[config.mk]
export PLATFORM = sky130hd
export DESIGN_NAME = handler_parallel_io_port
export DESIGN_NICKNAME = d
export VERILOG_FILES = /design/src/verilog/handler_io_pkg.sv /design/src/verilog/low_pulse_gen.sv /design/src/verilog/handler_parallel_io_port.sv
export VERILOG_INCLUDE_DIRS = /design/src /design/src/verilog
export SDC_FILE = /design/constraint.sdc
export NUM_CORES = 1
export LEC_CHECK = 0
export BUFFER_PORTS_ARGS = -buffer_cell sky130_fd_sc_hd__buf_2
export CAP_MARGIN = 20
export CORE_MARGIN = 2
export CORE_UTILIZATION = 54
export DETAILED_ROUTE_END_ITERATION = 10
export PLACE_DENSITY_LB_ADDON = 0.08
export SLEW_MARGIN = 20
export SYNTH_ARGS = -nofsm -noshare
export SYNTH_HDL_FRONTEND = slang
export SYNTH_SLANG_ARGS = --single-unit
[constraint.sdc]
create_clock -name clk_i -period 2.88 [get_ports clk_i]
set_input_delay 0.288 -clock clk_i [delete_from_list [all_inputs] [get_ports clk_i]]
set_output_delay 0.288 -clock clk_i [all_outputs]
set_load 0.01 [all_outputs]
[src/verilog/handler_io_consts.svh]
`ifndef HANDLER_IO_CONSTS_SVH
`define HANDLER_IO_CONSTS_SVH
// Register byte offsets
`define OFS_BYTE_A 8'h00
`define OFS_BYTE_B 8'h04
`define OFS_NIB_C 8'h08
`define OFS_NIB_D 8'h0c
`define OFS_DIR 8'h10
`define OFS_RESULT 8'h14
`define OFS_SWEEP 8'h18
`define OFS_STATUS 8'h1c
`define OFS_AUX 8'h20
// Field positions
`define DIR_C_BIT 0
`define DIR_D_BIT 1
`define RES_PASS_BIT 0
`define RES_POL_BIT 1
`define ST_STROBE_BIT 0
`define ST_PF_BIT 1
`define ST_SWEEP_BIT 2
`define ST_POWER_BIT 3
// Times in ns and derived cycle counts at 100 MHz
`define CLK_PERIOD_NS 10
`define STROBE_MIN_NS 1000
`define TRIG_MIN_NS 1000
`define SWEEP_MIN_NS 10000
`define STROBE_CYC ((`STROBE_MIN_NS + `CLK_PERIOD_NS - 1) / `CLK_PERIOD_NS)
`define TRIG_CYC ((`TRIG_MIN_NS + `CLK_PERIOD_NS - 1) / `CLK_PERIOD_NS)
`define SWEEP_CYC ((`SWEEP_MIN_NS + `CLK_PERIOD_NS - 1) / `CLK_PERIOD_NS)
`define CNT_W 14
`endif

[src/verilog/handler_io_pkg.sv]
`default_nettype none
package handler_io_pkg;
	typedef enum logic [1:0] {
		ST_IDLE = 2'b00,
		ST_SETUP = 2'b01,
		ST_LOW = 2'b10
	} strobe_state_t;
	typedef struct packed {
		logic [7:0] byte_a;
		logic [7:0] byte_b;
		logic [3:0] nib_c;
		logic [3:0] nib_d;
	} port_data_t;
	typedef struct packed {
		logic dir_c;
		logic dir_d;
	} port_dir_t;
endpackage
`default_nettype wire

[src/verilog/low_pulse_gen.sv]
`include "handler_io_consts.svh"
`default_nettype none
// Active-low pulse: one setup cycle with the line high, then LEN low cycles.
// The setup cycle gives data one full cycle to settle before the fall.
module low_pulse_gen import handler_io_pkg::*; #(
	parameter logic [`CNT_W-1:0] LEN = 14'h0001
) (
	input wire logic clk_i, // Clock
	input wire logic rst_i, // Sync reset
	input wire logic start_i, // Start request
	output logic busy_o, // Pulse in progress
	output logic pulse_n_o // Active-low pulse
);
	strobe_state_t state_q;
	logic [`CNT_W-1:0] cnt_q;

	// Sequencer; starts during a pulse are ignored
	always_ff @(posedge clk_i) begin
		if (rst_i) begin
			state_q <= ST_IDLE;
			cnt_q <= '0;
		end else begin
			case (state_q)
				ST_IDLE: if (start_i) begin
					state_q <= ST_SETUP;
				end
				ST_SETUP: begin
					state_q <= ST_LOW;
					cnt_q <= LEN - 14'h0001;
				end
				ST_LOW: if (cnt_q == '0) begin
					state_q <= ST_IDLE;
				end else begin
					cnt_q <= cnt_q - 14'h0001;
				end
				default: state_q <= ST_IDLE;
			endcase
		end
	end

	// Registered low output
	always_ff @(posedge clk_i) begin
		if (rst_i) begin
			pulse_n_o <= 1'b1;
		end else begin
			pulse_n_o <= !(state_q == ST_SETUP ||
				(state_q == ST_LOW && cnt_q != '0));
		end
	end

	assign busy_o = (state_q != ST_IDLE) || !pulse_n_o;

	a_pulse_width: assert property (
		@(posedge clk_i) disable iff (rst_i)
		$fell(pulse_n_o) |-> !pulse_n_o [*8])
		else $error("pulse shorter than minimum");
endmodule
`default_nettype wire

[src/verilog/handler_parallel_io_port.sv]
// Behaviour
// - Low trigger pulse loads both aux outputs
// - Status line high when bidirectional port outputs
// - Port writes give active-low strobe, 1 us
// - Held pass/fail output, selectable pass polarity
// - Sweep done drives low at least 10 us
// - Result update gives pass/fail strobe, 1 us
// - Low power input acts as power key
// - Two 8-bit output ports hold last value
// - Two 4-bit bidirectional ports hold written value
`include "handler_io_consts.svh"
`default_nettype none
module handler_parallel_io_port import handler_io_pkg::*; (
	input wire logic clk_i, // 100 MHz clock
	input wire logic rst_i, // Sync reset, active high
	input wire logic wb_cyc_i, // Wishbone cycle
	input wire logic wb_stb_i, // Wishbone strobe
	input wire logic wb_we_i, // Write enable
	input wire logic [7:0] wb_adr_i, // Byte address
	input wire logic [3:0] wb_sel_i, // Byte selects
	input wire logic [31:0] wb_dat_i, // Write data
	output logic [31:0] wb_dat_o, // Read data
	output logic wb_ack_o, // Acknowledge
	input wire logic aux_load_trigger_in_i, // Active-low trigger
	input wire logic [1:0] aux_src_i, // Values for aux outputs
	output logic [1:0] aux_held_outputs_o, // Latched aux outputs
	output logic [7:0] first_byte_out_port_o, // Byte port A
	output logic [7:0] second_byte_out_port_o, // Byte port B
	input wire logic [3:0] nib_c_i, // Port C pin levels
	output logic [3:0] nib_c_o, // Port C drive value
	output logic [3:0] nib_c_oe_o, // Port C enable
	input wire logic [3:0] nib_d_i, // Port D pin levels
	output logic [3:0] nib_d_o, // Port D drive value
	output logic [3:0] nib_d_oe_o, // Port D enable
	output logic dir_c_o, // Port C status, high=output
	output logic dir_d_o, // Port D status, high=output
	output logic data_strobe_n_o, // Data write strobe
	output logic pass_fail_o, // Held result level
	output logic pf_strobe_n_o, // Pass/fail write strobe
	output logic sweep_done_n_o, // Sweep-done pulse
	input wire logic power_remote_n_i, // Open-collector power input
	output logic power_key_o // Power key press event
);
	port_data_t data_q;
	port_dir_t dir_q;
	logic pass_q, pol_q;
	logic [`CNT_W-1:0] trig_cnt_q;
	logic trig_armed_q;
	logic pwr_q;
	logic data_busy, pf_busy, sweep_busy;
	logic wr, rd, data_wr, pf_wr, sweep_wr;

	// Single-cycle Wishbone: ack one cycle after request, then drop
	assign wr = wb_cyc_i && wb_stb_i && !wb_ack_o && wb_we_i;
	assign rd = wb_cyc_i && wb_stb_i && !wb_ack_o && !wb_we_i;
	assign data_wr = wr && wb_sel_i[0] && !data_busy &&
		(wb_adr_i == `OFS_BYTE_A || wb_adr_i == `OFS_BYTE_B ||
		wb_adr_i == `OFS_NIB_C || wb_adr_i == `OFS_NIB_D ||
		wb_adr_i == `OFS_DIR);
	assign pf_wr = wr && wb_sel_i[0] && !pf_busy &&
		wb_adr_i == `OFS_RESULT;
	assign sweep_wr = wr && wb_sel_i[0] && wb_dat_i[0] &&
		wb_adr_i == `OFS_SWEEP;

	// Ack generation
	always_ff @(posedge clk_i) begin
		if (rst_i) begin
			wb_ack_o <= 1'b0;
		end else begin
			wb_ack_o <= wb_cyc_i && wb_stb_i && !wb_ack_o;
		end
	end

	// Port data; a write during a running strobe is dropped, so the
	// pins never change while the strobe is low
	always_ff @(posedge clk_i) begin
		if (rst_i) begin
			data_q <= '0;
			dir_q <= '0;
		end else if (data_wr) begin
			case (wb_adr_i)
				`OFS_BYTE_A: data_q.byte_a <= wb_dat_i[7:0];
				`OFS_BYTE_B: data_q.byte_b <= wb_dat_i[7:0];
				`OFS_NIB_C: data_q.nib_c <= wb_dat_i[3:0];
				`OFS_NIB_D: data_q.nib_d <= wb_dat_i[3:0];
				`OFS_DIR: begin
					dir_q.dir_c <= wb_dat_i[`DIR_C_BIT];
					dir_q.dir_d <= wb_dat_i[`DIR_D_BIT];
				end
				default: data_q <= data_q;
			endcase
		end
	end

	// Result bit and polarity; pass drives the level chosen by polarity
	always_ff @(posedge clk_i) begin
		if (rst_i) begin
			pass_q <= 1'b0;
			pol_q <= 1'b1;
		end else if (pf_wr) begin
			pass_q <= wb_dat_i[`RES_PASS_BIT];
			pol_q <= wb_dat_i[`RES_POL_BIT];
		end
	end

	// Pin drives from registers
	always_ff @(posedge clk_i) begin
		if (rst_i) begin
			first_byte_out_port_o <= '0;
			second_byte_out_port_o <= '0;
			nib_c_o <= '0;
			nib_d_o <= '0;
			nib_c_oe_o <= '0;
			nib_d_oe_o <= '0;
			dir_c_o <= 1'b0;
			dir_d_o <= 1'b0;
			pass_fail_o <= 1'b0;
		end else begin
			first_byte_out_port_o <= data_q.byte_a;
			second_byte_out_port_o <= data_q.byte_b;
			nib_c_o <= data_q.nib_c;
			nib_d_o <= data_q.nib_d;
			nib_c_oe_o <= {4{dir_q.dir_c}};
			nib_d_oe_o <= {4{dir_q.dir_d}};
			dir_c_o <= dir_q.dir_c;
			dir_d_o <= dir_q.dir_d;
			pass_fail_o <= pass_q ~^ pol_q;
		end
	end

	// Strobes start a cycle after the register load; the setup cycle
	// inside the pulse generator lets the pins settle first
	logic data_go_q, pf_go_q;
	always_ff @(posedge clk_i) begin
		if (rst_i) begin
			data_go_q <= 1'b0;
			pf_go_q <= 1'b0;
		end else begin
			data_go_q <= data_wr;
			pf_go_q <= pf_wr;
		end
	end

	low_pulse_gen #(.LEN(`CNT_W'(`STROBE_CYC))) u_data_strobe (
		.clk_i(clk_i),
		.rst_i(rst_i),
		.start_i(data_go_q),
		.busy_o(data_busy),
		.pulse_n_o(data_strobe_n_o)
	);

	low_pulse_gen #(.LEN(`CNT_W'(`STROBE_CYC))) u_pf_strobe (
		.clk_i(clk_i),
		.rst_i(rst_i),
		.start_i(pf_go_q),
		.busy_o(pf_busy),
		.pulse_n_o(pf_strobe_n_o)
	);

	// Sweep done is written by software when a sweep completes
	low_pulse_gen #(.LEN(`CNT_W'(`SWEEP_CYC))) u_sweep_done (
		.clk_i(clk_i),
		.rst_i(rst_i),
		.start_i(sweep_wr),
		.busy_o(sweep_busy),
		.pulse_n_o(sweep_done_n_o)
	);

	// Trigger qualifier: low must persist 1 us before aux loads once;
	// shorter glitches are ignored
	always_ff @(posedge clk_i) begin
		if (rst_i) begin
			trig_cnt_q <= '0;
			trig_armed_q <= 1'b1;
			aux_held_outputs_o <= '0;
		end else if (aux_load_trigger_in_i) begin
			trig_cnt_q <= '0;
			trig_armed_q <= 1'b1;
		end else if (trig_armed_q) begin
			if (trig_cnt_q == `CNT_W'(`TRIG_CYC - 1)) begin
				aux_held_outputs_o <= aux_src_i;
				trig_armed_q <= 1'b0;
			end else begin
				trig_cnt_q <= trig_cnt_q + 14'h0001;
			end
		end
	end

	// Power key: one-cycle press event on falling level
	always_ff @(posedge clk_i) begin
		if (rst_i) begin
			pwr_q <= 1'b1;
			power_key_o <= 1'b0;
		end else begin
			pwr_q <= power_remote_n_i;
			power_key_o <= pwr_q && !power_remote_n_i;
		end
	end

	// Read mux; unmapped addresses read zero
	always_ff @(posedge clk_i) begin
		if (rst_i) begin
			wb_dat_o <= '0;
		end else if (rd) begin
			case (wb_adr_i)
				`OFS_BYTE_A: wb_dat_o <= {24'h000000, data_q.byte_a};
				`OFS_BYTE_B: wb_dat_o <= {24'h000000, data_q.byte_b};
				`OFS_NIB_C: wb_dat_o <= {28'h0000000,
					dir_q.dir_c ? data_q.nib_c : nib_c_i};
				`OFS_NIB_D: wb_dat_o <= {28'h0000000,
					dir_q.dir_d ? data_q.nib_d : nib_d_i};
				`OFS_DIR: wb_dat_o <= {30'h0, dir_q.dir_d,
					dir_q.dir_c};
				`OFS_RESULT: wb_dat_o <= {30'h0, pol_q, pass_q};
				`OFS_STATUS: wb_dat_o <= {28'h0000000, !power_remote_n_i,
					sweep_busy, pf_busy, data_busy};
				`OFS_AUX: wb_dat_o <= {30'h0, aux_held_outputs_o};
				default: wb_dat_o <= '0;
			endcase
		end
	end

	// Low-time counter for the sweep-done check; a thousand cycles is
	// too long to unroll as a repetition, so the count is kept here
	logic [`CNT_W-1:0] sweep_low_q;
	always_ff @(posedge clk_i) begin
		if (rst_i) begin
			sweep_low_q <= '0;
		end else if (!sweep_done_n_o) begin
			sweep_low_q <= sweep_low_q + 14'h0001;
		end else begin
			sweep_low_q <= '0;
		end
	end

	// Checks on pin timing and on register effects
	a_strobe_data: assert property (
		@(posedge clk_i) disable iff (rst_i)
		!data_strobe_n_o |-> $stable(first_byte_out_port_o))
		else $error("port data changed under strobe");
	a_data_stable: assert property (
		@(posedge clk_i) disable iff (rst_i)
		!data_strobe_n_o |-> $stable(second_byte_out_port_o) &&
		$stable(nib_c_o) && $stable(nib_d_o) && $stable(dir_c_o) &&
		$stable(dir_d_o))
		else $error("port pins changed under strobe");
	a_pf_stable: assert property (
		@(posedge clk_i) disable iff (rst_i)
		!pf_strobe_n_o |-> $stable(pass_fail_o))
		else $error("result changed under strobe");
	a_dir_status: assert property (
		@(posedge clk_i) disable iff (rst_i)
		dir_c_o == nib_c_oe_o[0])
		else $error("status line disagrees with direction");
	a_dir_write: assert property (
		@(posedge clk_i) disable iff (rst_i)
		data_wr && wb_adr_i == `OFS_DIR |=> ##1
		dir_c_o == $past(wb_dat_i[`DIR_C_BIT], 2) &&
		dir_d_o == $past(wb_dat_i[`DIR_D_BIT], 2))
		else $error("status line does not follow direction write");
	a_sweep_width: assert property (
		@(posedge clk_i) disable iff (rst_i)
		$rose(sweep_done_n_o) |-> sweep_low_q >= `CNT_W'(`SWEEP_CYC))
		else $error("sweep done too short");
	a_sweep_start: assert property (
		@(posedge clk_i) disable iff (rst_i)
		sweep_wr && !sweep_busy |=> ##1 !sweep_done_n_o)
		else $error("sweep done pulse missing");
	a_data_strobe: assert property (
		@(posedge clk_i) disable iff (rst_i)
		data_wr |-> ##3 !data_strobe_n_o [*8])
		else $error("data strobe missing");
	a_pf_strobe: assert property (
		@(posedge clk_i) disable iff (rst_i)
		$fell(pf_strobe_n_o) |-> ##99 !pf_strobe_n_o)
		else $error("pass fail strobe too short");
	a_pf_level: assert property (
		@(posedge clk_i) disable iff (rst_i)
		pf_wr |=> ##1 pass_fail_o == ($past(wb_dat_i[`RES_PASS_BIT], 2) ~^
		$past(wb_dat_i[`RES_POL_BIT], 2)))
		else $error("pass fail level wrong");
	a_power_key: assert property (
		@(posedge clk_i) disable iff (rst_i)
		$fell(power_remote_n_i) |=> power_key_o)
		else $error("power key not seen");
	a_key_single: assert property (
		@(posedge clk_i) disable iff (rst_i)
		power_key_o |=> !power_key_o)
		else $error("power key event longer than one cycle");
	a_aux_load: assert property (
		@(posedge clk_i) disable iff (rst_i)
		trig_armed_q && !aux_load_trigger_in_i &&
		trig_cnt_q == `CNT_W'(`TRIG_CYC - 1)
		|=> aux_held_outputs_o == $past(aux_src_i))
		else $error("aux outputs not loaded");
	a_byte_hold: assert property (
		@(posedge clk_i) disable iff (rst_i)
		!data_wr ##1 !data_wr |=> $stable(second_byte_out_port_o))
		else $error("byte port changed without write");
	a_nib_hold: assert property (
		@(posedge clk_i) disable iff (rst_i)
		!data_wr ##1 !data_wr |=> $stable(nib_c_o))
		else $error("nibble port changed without write");
endmodule
`default_nettype wire

==> results.sh, run 1 <==
export IMPL_slew_headroom_pct=52.00
export IMPL_numPortBuffers=83
export IMPL_num_antenna_cells=0
export IMPL_syn_avg_cell_area_um2=8.943
export IMPL_wirelength_mm=13.36
export IMPL_drv_cap=0
export IMPL_async_reset_ff_share_pct=0
export IMPL_synth_edf_count=0
export IMPL_nNetsFinal=823
export IMPL_min_to="aux_held_outputs_o[0]"
export IMPL_cts_hold_fix_buffers=0
export IMPL_ios=135
export IMPL_vias=5070
export IMPL_fp_row_count=39
export IMPL_period_share_pct=83.20
export IMPL_ys_types=70
export IMPL_fin_tns_setup_ps=0
export IMPL_yosysSeqAreaShare_pct=44.12
export IMPL_drc_errors=0
export IMPL_worstPathArrival_ps=2680
export IMPL_cts_sinks=136
export IMPL_cts_root_buf="clkbuf_16"
export IMPL_worstPathRequired_ps=3160
export IMPL_min_period_ps=2396
export IMPL_ant_nets=0
export IMPL_ys_ff_latch=136
export IMPL_synthCells=690
export IMPL_cts_setup_buffers=0
export IMPL_gp_congestion=0.9032
export IMPL_p_per_area_nw_per_um2=589.2
export IMPL_core_um2=11270
export IMPL_rsz0062_at_grt="false"
export IMPL_via_per_inst=5.547
export IMPL_cts_resized=0
export IMPL_drv_slew=0
export IMPL_numCtsBuffers=17
export IMPL_cts_path_max_buffers=2
export IMPL_initial_core_util_pct=54.75
export IMPL_first_pass_iters=5
export IMPL_max_slew_worst_pin_slew_ps=713.4
export IMPL_startpoint="u_sweep_done.cnt_q[0]"
export IMPL_antenna_found_initial=0
export IMPL_hold_violations=0
export IMPL_grt_total_usage_pct=22.14
export IMPL_ir_worst_vdd_uv=520.4
export IMPL_hold_ws_ps=117.2
export IMPL_timing_fmax_mhz=417.3
export IMPL_mostFrequentLayoutCell="dfxtp_1"
export IMPL_yosysWarnings=0
export IMPL_hpwl_mm=9.549
export IMPL_grt_pass1_vias=4780
export IMPL_reg2reg_depth=7
export IMPL_worst_setup_path_start_kind="flip-flop"
export IMPL_hold_path_depth=3
export IMPL_path_clk_slew_ps=60
export IMPL_die_area_um2=12300
export IMPL_drtIter0Drc=338
export IMPL_synthesis_area_um2=6171
export IMPL_overflow=0
export IMPL_syn2layout_area_growth_pct=15.73
export IMPL_status="completed"
export IMPL_ys_flop_type="dfxtp_1"
export IMPL_cp_end_kind="flip-flop"
export IMPL_h_tree_depth=4
export IMPL_hold_start="aux_src_i[0]"
export IMPL_p_leak_nw=2.934
export IMPL_hold_class="input pin to flip-flop"
export IMPL_skew_ps=5.779
export IMPL_utilization_pct=63.36
export IMPL_die_w_um=110.9
export IMPL_crit_path_max_fanout=6
export IMPL_die_h_um=110.9
export IMPL_reg2reg_from="u_sweep_done.cnt_q[0]"
export IMPL_rrSetupSlack_ps=480
export IMPL_r2r_end="u_sweep_done.cnt_q[9]"
export IMPL_tritoncts="done"
export IMPL_critPathKind="flip-flop to flip-flop"
export IMPL_drive_above_1_share_pct=19.07
export IMPL_grt_max_degree=50
export IMPL_wl_per_cell_um=14.61
export IMPL_setup_viol=0
export IMPL_final_cell_mix="dfxtp_1, buf_2, nor2_1"
export IMPL_grt_pass1_wl_mm=22.22
export IMPL_clock_latency_ps=420
## cell type report
cell class / count / area (um^2)
Sequential cell: 136 / 2723
Fill cell: 978 / 4130
Tap cell: 143 / 178.9
Clock buffer: 20 / 456.7
Clock inverter: 12 / 148.9
Inverter: 19 / 71.32
Multi-Input combinational cell: 496 / 3108
Timing Repair Buffer: 88 / 455.4
## how the worst max path moves through the flow
stage	slack, ps	end	depth (start not counted)
after floorplan	780	u_sweep_done.cnt_q[13]	5
after global placement	580	data_q[14]	6
after detailed placement	530	u_sweep_done.cnt_q[9]	7
after CTS	490	u_sweep_done.cnt_q[9]	7
after global routing	240	data_q[13]	5
final	480	u_sweep_done.cnt_q[9]	7
## flip-flops by register name, summed over array words and instances (netlist names), 2 cells and up
| register | cells |
|---|---|
| first_byte_out_port_o | 8 |
| aux_held_outputs_o | 2 |
| u_pf_strobe.state_q | 2 |
| second_byte_out_port_o | 8 |
| nib_c_o | 4 |
| u_pf_strobe.cnt_q | 14 |
| dir_q | 2 |
| u_data_strobe.state_q | 2 |
| trig_cnt_q | 14 |
| u_sweep_done.cnt_q | 14 |
| wb_dat_o | 8 |
| data_q | 24 |
| nib_d_o | 4 |
| u_data_strobe.cnt_q | 14 |
| u_sweep_done.state_q | 2 |
## stage by stage
| stage | instance area, um^2 | std cells | worst slack [ps] | total power [mW] |
|---|---|---|---|---|
| 2_1_floorplan | 6257 | 713 | 782.4 | 2.029 |
| 3_3_place_gp | 6536 | 882 | 579.3 | 2.053 |
| 3_5_place_dp | 6536 | 882 | 528.8 | 2.056 |
| 4_1_cts | 7142 | 914 | 491.5 | 4.255 |
| 5_1_grt | 7142 | 914 | 238.0 | 4.347 |
| 6_report | 7142 | 914 | 483.7 | 4.208 |
## worst max-delay path, cell delays in order (launching register included)
cell     delay (ps)
dfxtp_1         310
inv_1           110
ha_1            210
or4b_2          670
o41ai_2         560
nor3_1          150
xnor2_1         170
a21oi_1          80
## Yosys cell counts, types with 5 or more instances
master,instances,area [um^2]
dfxtp_1,136,2723
nor2_1,76,285.3
nand2_1,46,172.7
mux2i_1,34,340.3
buf_4,32,240.2
nand3_1,28,140.1
nor2b_1,28,175.2
a21oi_1,26,130.1
clkbuf_1,25,93.84
nor3_1,21,105.1
inv_1,19,71.32
xor2_1,16,140.1
o21ai_0,14,70.07
nor4_1,13,81.33
nand4_1,12,75.07
xnor2_1,10,87.58
nor3b_1,9,67.56
or2_2,9,56.30
or3_1,9,56.30
nand2b_1,8,50.05
a22oi_1,7,52.55
nor4b_1,7,61.31
o22ai_1,7,43.79
or4_1,7,52.55
a211oi_1,5,37.54
## power breakdown
group / total (mW) / switching (mW) / internal (mW)
Sequential: 1.89 / 0.00194 / 1.89
Clock: 2.19 / 0.790 / 1.40
Combinational: 0.128 / 0.0912 / 0.0373
## kinds of logic (layout without fill, tap and decap cells)
group | count (synthesis) | in the layout | synth area share, %
AOI/OAI and AO/OA | 103 | 103 | 11.62
xor gates and xnor gates | 26 | 26 | 3.690
adders and majority gates | 4 | 4 | 0.8111
buffers and inverters | 81 | 139 | 6.914
DFF | 136 | 136 | 44.12
muxes | 38 | 38 | 6.245
other | 1 | 24 | 0.06077
and+or+nand+nor | 301 | 301 | 26.54
## per-layer routing
layer  vias to the layer above  GRT usage [%]  wire [um]
met3                        21          6.561        692
met2                       117          35.75       6464
met1                      2388          27.42       5963
met4                         0          9.917        237
li1                       2544              -          -
met5                         -              0          0
(Power assumes the default switching activity.)
==> run 2: changes to the inputs <==
Settings changed: ABC_AREA from default to 1, CORE_UTILIZATION 54 to 50.
Clock period 2.88 ns to 2.15 ns, I/O delays scaled along.
==> results.sh, run 2 <==
export IMPL_drv_slew=0
export IMPL_critPathKind="flip-flop to flip-flop"
export IMPL_p_leak_nw=3.619
export IMPL_drive_above_1_share_pct=13.71
export IMPL_synth_top_area_cell="dfxtp_1"
export IMPL_mostFrequentLayoutCell="nand2_1"
export IMPL_ys_ff_latch=136
export IMPL_regMostFlops="data_q"
export IMPL_worstPathArrival_ps=2100
export IMPL_numPortBuffers=83
export IMPL_final_cell_mix="nand2_1, nor2_1, dfxtp_1"
export IMPL_via_per_inst=4.786
export IMPL_ir_worst_vdd_uv=521.5
export IMPL_cts_setup_buffers=0
export IMPL_final_area_um2=7659
export IMPL_comb_power_share_pct=3.2
export IMPL_seqCellArea_um2=2723
export IMPL_syn_avg_cell_area_um2=6.658
export IMPL_initial_core_util_pct=51.76
export IMPL_path_clk_slew_ps=60
export IMPL_cts_root_buf="clkbuf_16"
export IMPL_hpwl_mm=10.86
export IMPL_post_synth_top_count_cell="nand2_1"
export IMPL_overflow=0
export IMPL_ys_flop_type="dfxtp_1"
export IMPL_internal_power_mw=4.410
export IMPL_hold_class="input pin to flip-flop"
export IMPL_worstPathRequired_ps=2460
export IMPL_placed_cell_area_um2=7054
export IMPL_async_reset_ff_share_pct=0
export IMPL_setup_viol=0
export IMPL_largest_reg_flops=24
export IMPL_fin_tns_setup_ps=0
export IMPL_power_share_clock_pct=52.2
export IMPL_skew_ps=6.480
export IMPL_rsz0062_at_grt="false"
export IMPL_vias=6026
export IMPL_max_slew_worst_pin_slew_ps=593.4
export IMPL_clock_latency_ps=410
export IMPL_drc_errors=0
export IMPL_synthCells=989
export IMPL_h_tree_depth=4
export IMPL_worst_setup_path_start_kind="flip-flop"
export IMPL_grt_max_degree=46
export IMPL_antenna_found_initial=1
export IMPL_synth_edf_count=0
export IMPL_nNetsFinal=1139
export IMPL_grt_total_usage_pct=22.21
export IMPL_tritoncts="done"
export IMPL_seqPwrFrac_pct=44.6
export IMPL_multi_input_area_um2=3146
export IMPL_grt_pass1_vias=5538
export IMPL_ys_top_cells_by_count="nand2_1, nor2_1, dfxtp_1"
export IMPL_wirelength_mm=14.99
export IMPL_die_h_um=118.8
export IMPL_timing_fmax_mhz=558.9
export IMPL_utilization_pct=60.20
export IMPL_ios=135
export IMPL_cts_resized=0
export IMPL_drtIter0Drc=385
export IMPL_fillers=1264
export IMPL_ant_nets=0
export IMPL_min_period_ps=1789
export IMPL_cp_end_kind="flip-flop"
export IMPL_ys_top_cells_by_area="dfxtp_1, nand2_1, nor2_1"
export IMPL_die_w_um=118.8
export IMPL_slew_headroom_pct=60.29
export IMPL_p_sw_share_pct=22.27
export IMPL_ys_types=34
export IMPL_die_area_um2=14100
export IMPL_first_pass_iters=5
export IMPL_fp_row_count=41
export IMPL_core_um2=12720
export IMPL_num_antenna_cells=0
export IMPL_yosysSeqAreaShare_pct=41.35
export IMPL_period_share_pct=83.22
export IMPL_p_switching_mw=1.263
export IMPL_status="completed"
export IMPL_cts_hold_fix_buffers=0
export IMPL_numCtsBuffers=17
export IMPL_wl_per_cell_um=11.90
export IMPL_synth_top_cell_area_share_pct=41.35
export IMPL_crit_path_max_fanout=8
export IMPL_yosysWarnings=0
export IMPL_cts_path_max_buffers=2
export IMPL_cts_sinks=136
export IMPL_grt_pass1_wl_mm=25.61
export IMPL_hold_violations=0
export IMPL_syn2layout_area_growth_pct=16.30
export IMPL_drv_cap=0
export IMPL_p_per_area_nw_per_um2=740.7
export IMPL_synthesis_area_um2=6585
export IMPL_gp_congestion=0.8847
## run 2: cell types whose count changed in the layout (fill, tap and decap cells not counted), sizes merged, moves of 11 or more
| cell | delta |
|---|---|
| mux2i | -34 |
| nand2 | +196 |
| nor2 | +126 |
| nor2b | -28 |
| inv | +100 |
| o21ai | +27 |
| a21oi | +30 |
| nor4 | -14 |
| nor3b | -11 |
| nand3 | +51 |
## run 2: cell type report
type,instances,area share (%)
multi-input cells,702,41.07
flip-flops and latches,136,35.55
repair buffers,97,6.796
inverters,120,5.881
clock buffers,18,5.604
well taps,172,2.810
clock inverters,14,2.287
## run 2: path summary, 6_finish.rpt
| kind | slack (ps) | to | start | cells past startpoint |
|---|---|---|---|---|
| max | 360 | u_pf_strobe.cnt_q[9] | u_pf_strobe.cnt_q[0] | 11 |
| min | 20 | pwr_q | power_remote_n_i | 3 |
| max reg2reg | 360 | u_pf_strobe.cnt_q[9] | u_pf_strobe.cnt_q[0] | 11 |
| min reg2reg | 420 | u_data_strobe.state_q[0] | data_go_q | 2 |
## run 2: cells by family (layout without fill, tap and decap cells)
family | count (synthesis) | after routing | share of synthesized area, %
and+or+nand+nor | 552 | 552 | 34.98
buffers and inverters | 174 | 249 | 12.20
DFF | 136 | 136 | 41.35
AOI/OAI and AO/OA | 105 | 105 | 8.398
xor gates and xnor gates | 17 | 17 | 2.261
adders and majority gates | 4 | 4 | 0.7601
other | 1 | 24 | 0.05695
## run 2: layer usage
layer / global-route usage [%] / share of wire (%)
met1: 28.92 / 48
met2: 35.70 / 46
met3: 6.226 / 4.2
met5: 0 / 0
met4: 6.771 / 1.4
## run 2: power groups by stage
| stage | clock network (mW) | logic [mW] | registers, mW |
|---|---|---|---|
| after floorplan | 0 | 0.134 | 2.58 |
| after global placement | 0 | 0.182 | 2.58 |
| after detailed placement | 0 | 0.183 | 2.58 |
| after CTS | 3.01 | 0.183 | 2.53 |
| after global routing | 3.12 | 0.205 | 2.53 |
| final | 2.96 | 0.184 | 2.53 |
## run 2: worst max-delay path: stages (launching register included)
cell and delay, ps:
dfxtp_1 300, inv_1 90, ha_1 200, nand3_1 150, nor2_2 190, nand3_2 180, nand2_2 150, nand2_1 190
nand2_1 110, nand2_1 50, nand2_1 50, nor2_1 40
## run 2: metrics by stage
step	hold WS (ps)	power, mW	instances	worst slack, ps
4_1_cts	7.127	5.720	1259	351.2
5_1_grt	23.46	5.854	1259	113.7
2_1_floorplan	310.4	2.717	1012	622.0
3_5_place_dp	417.0	2.766	1227	278.8
3_3_place_gp	408.1	2.765	1227	307.4
6_report	21.23	5.673	1259	360.7
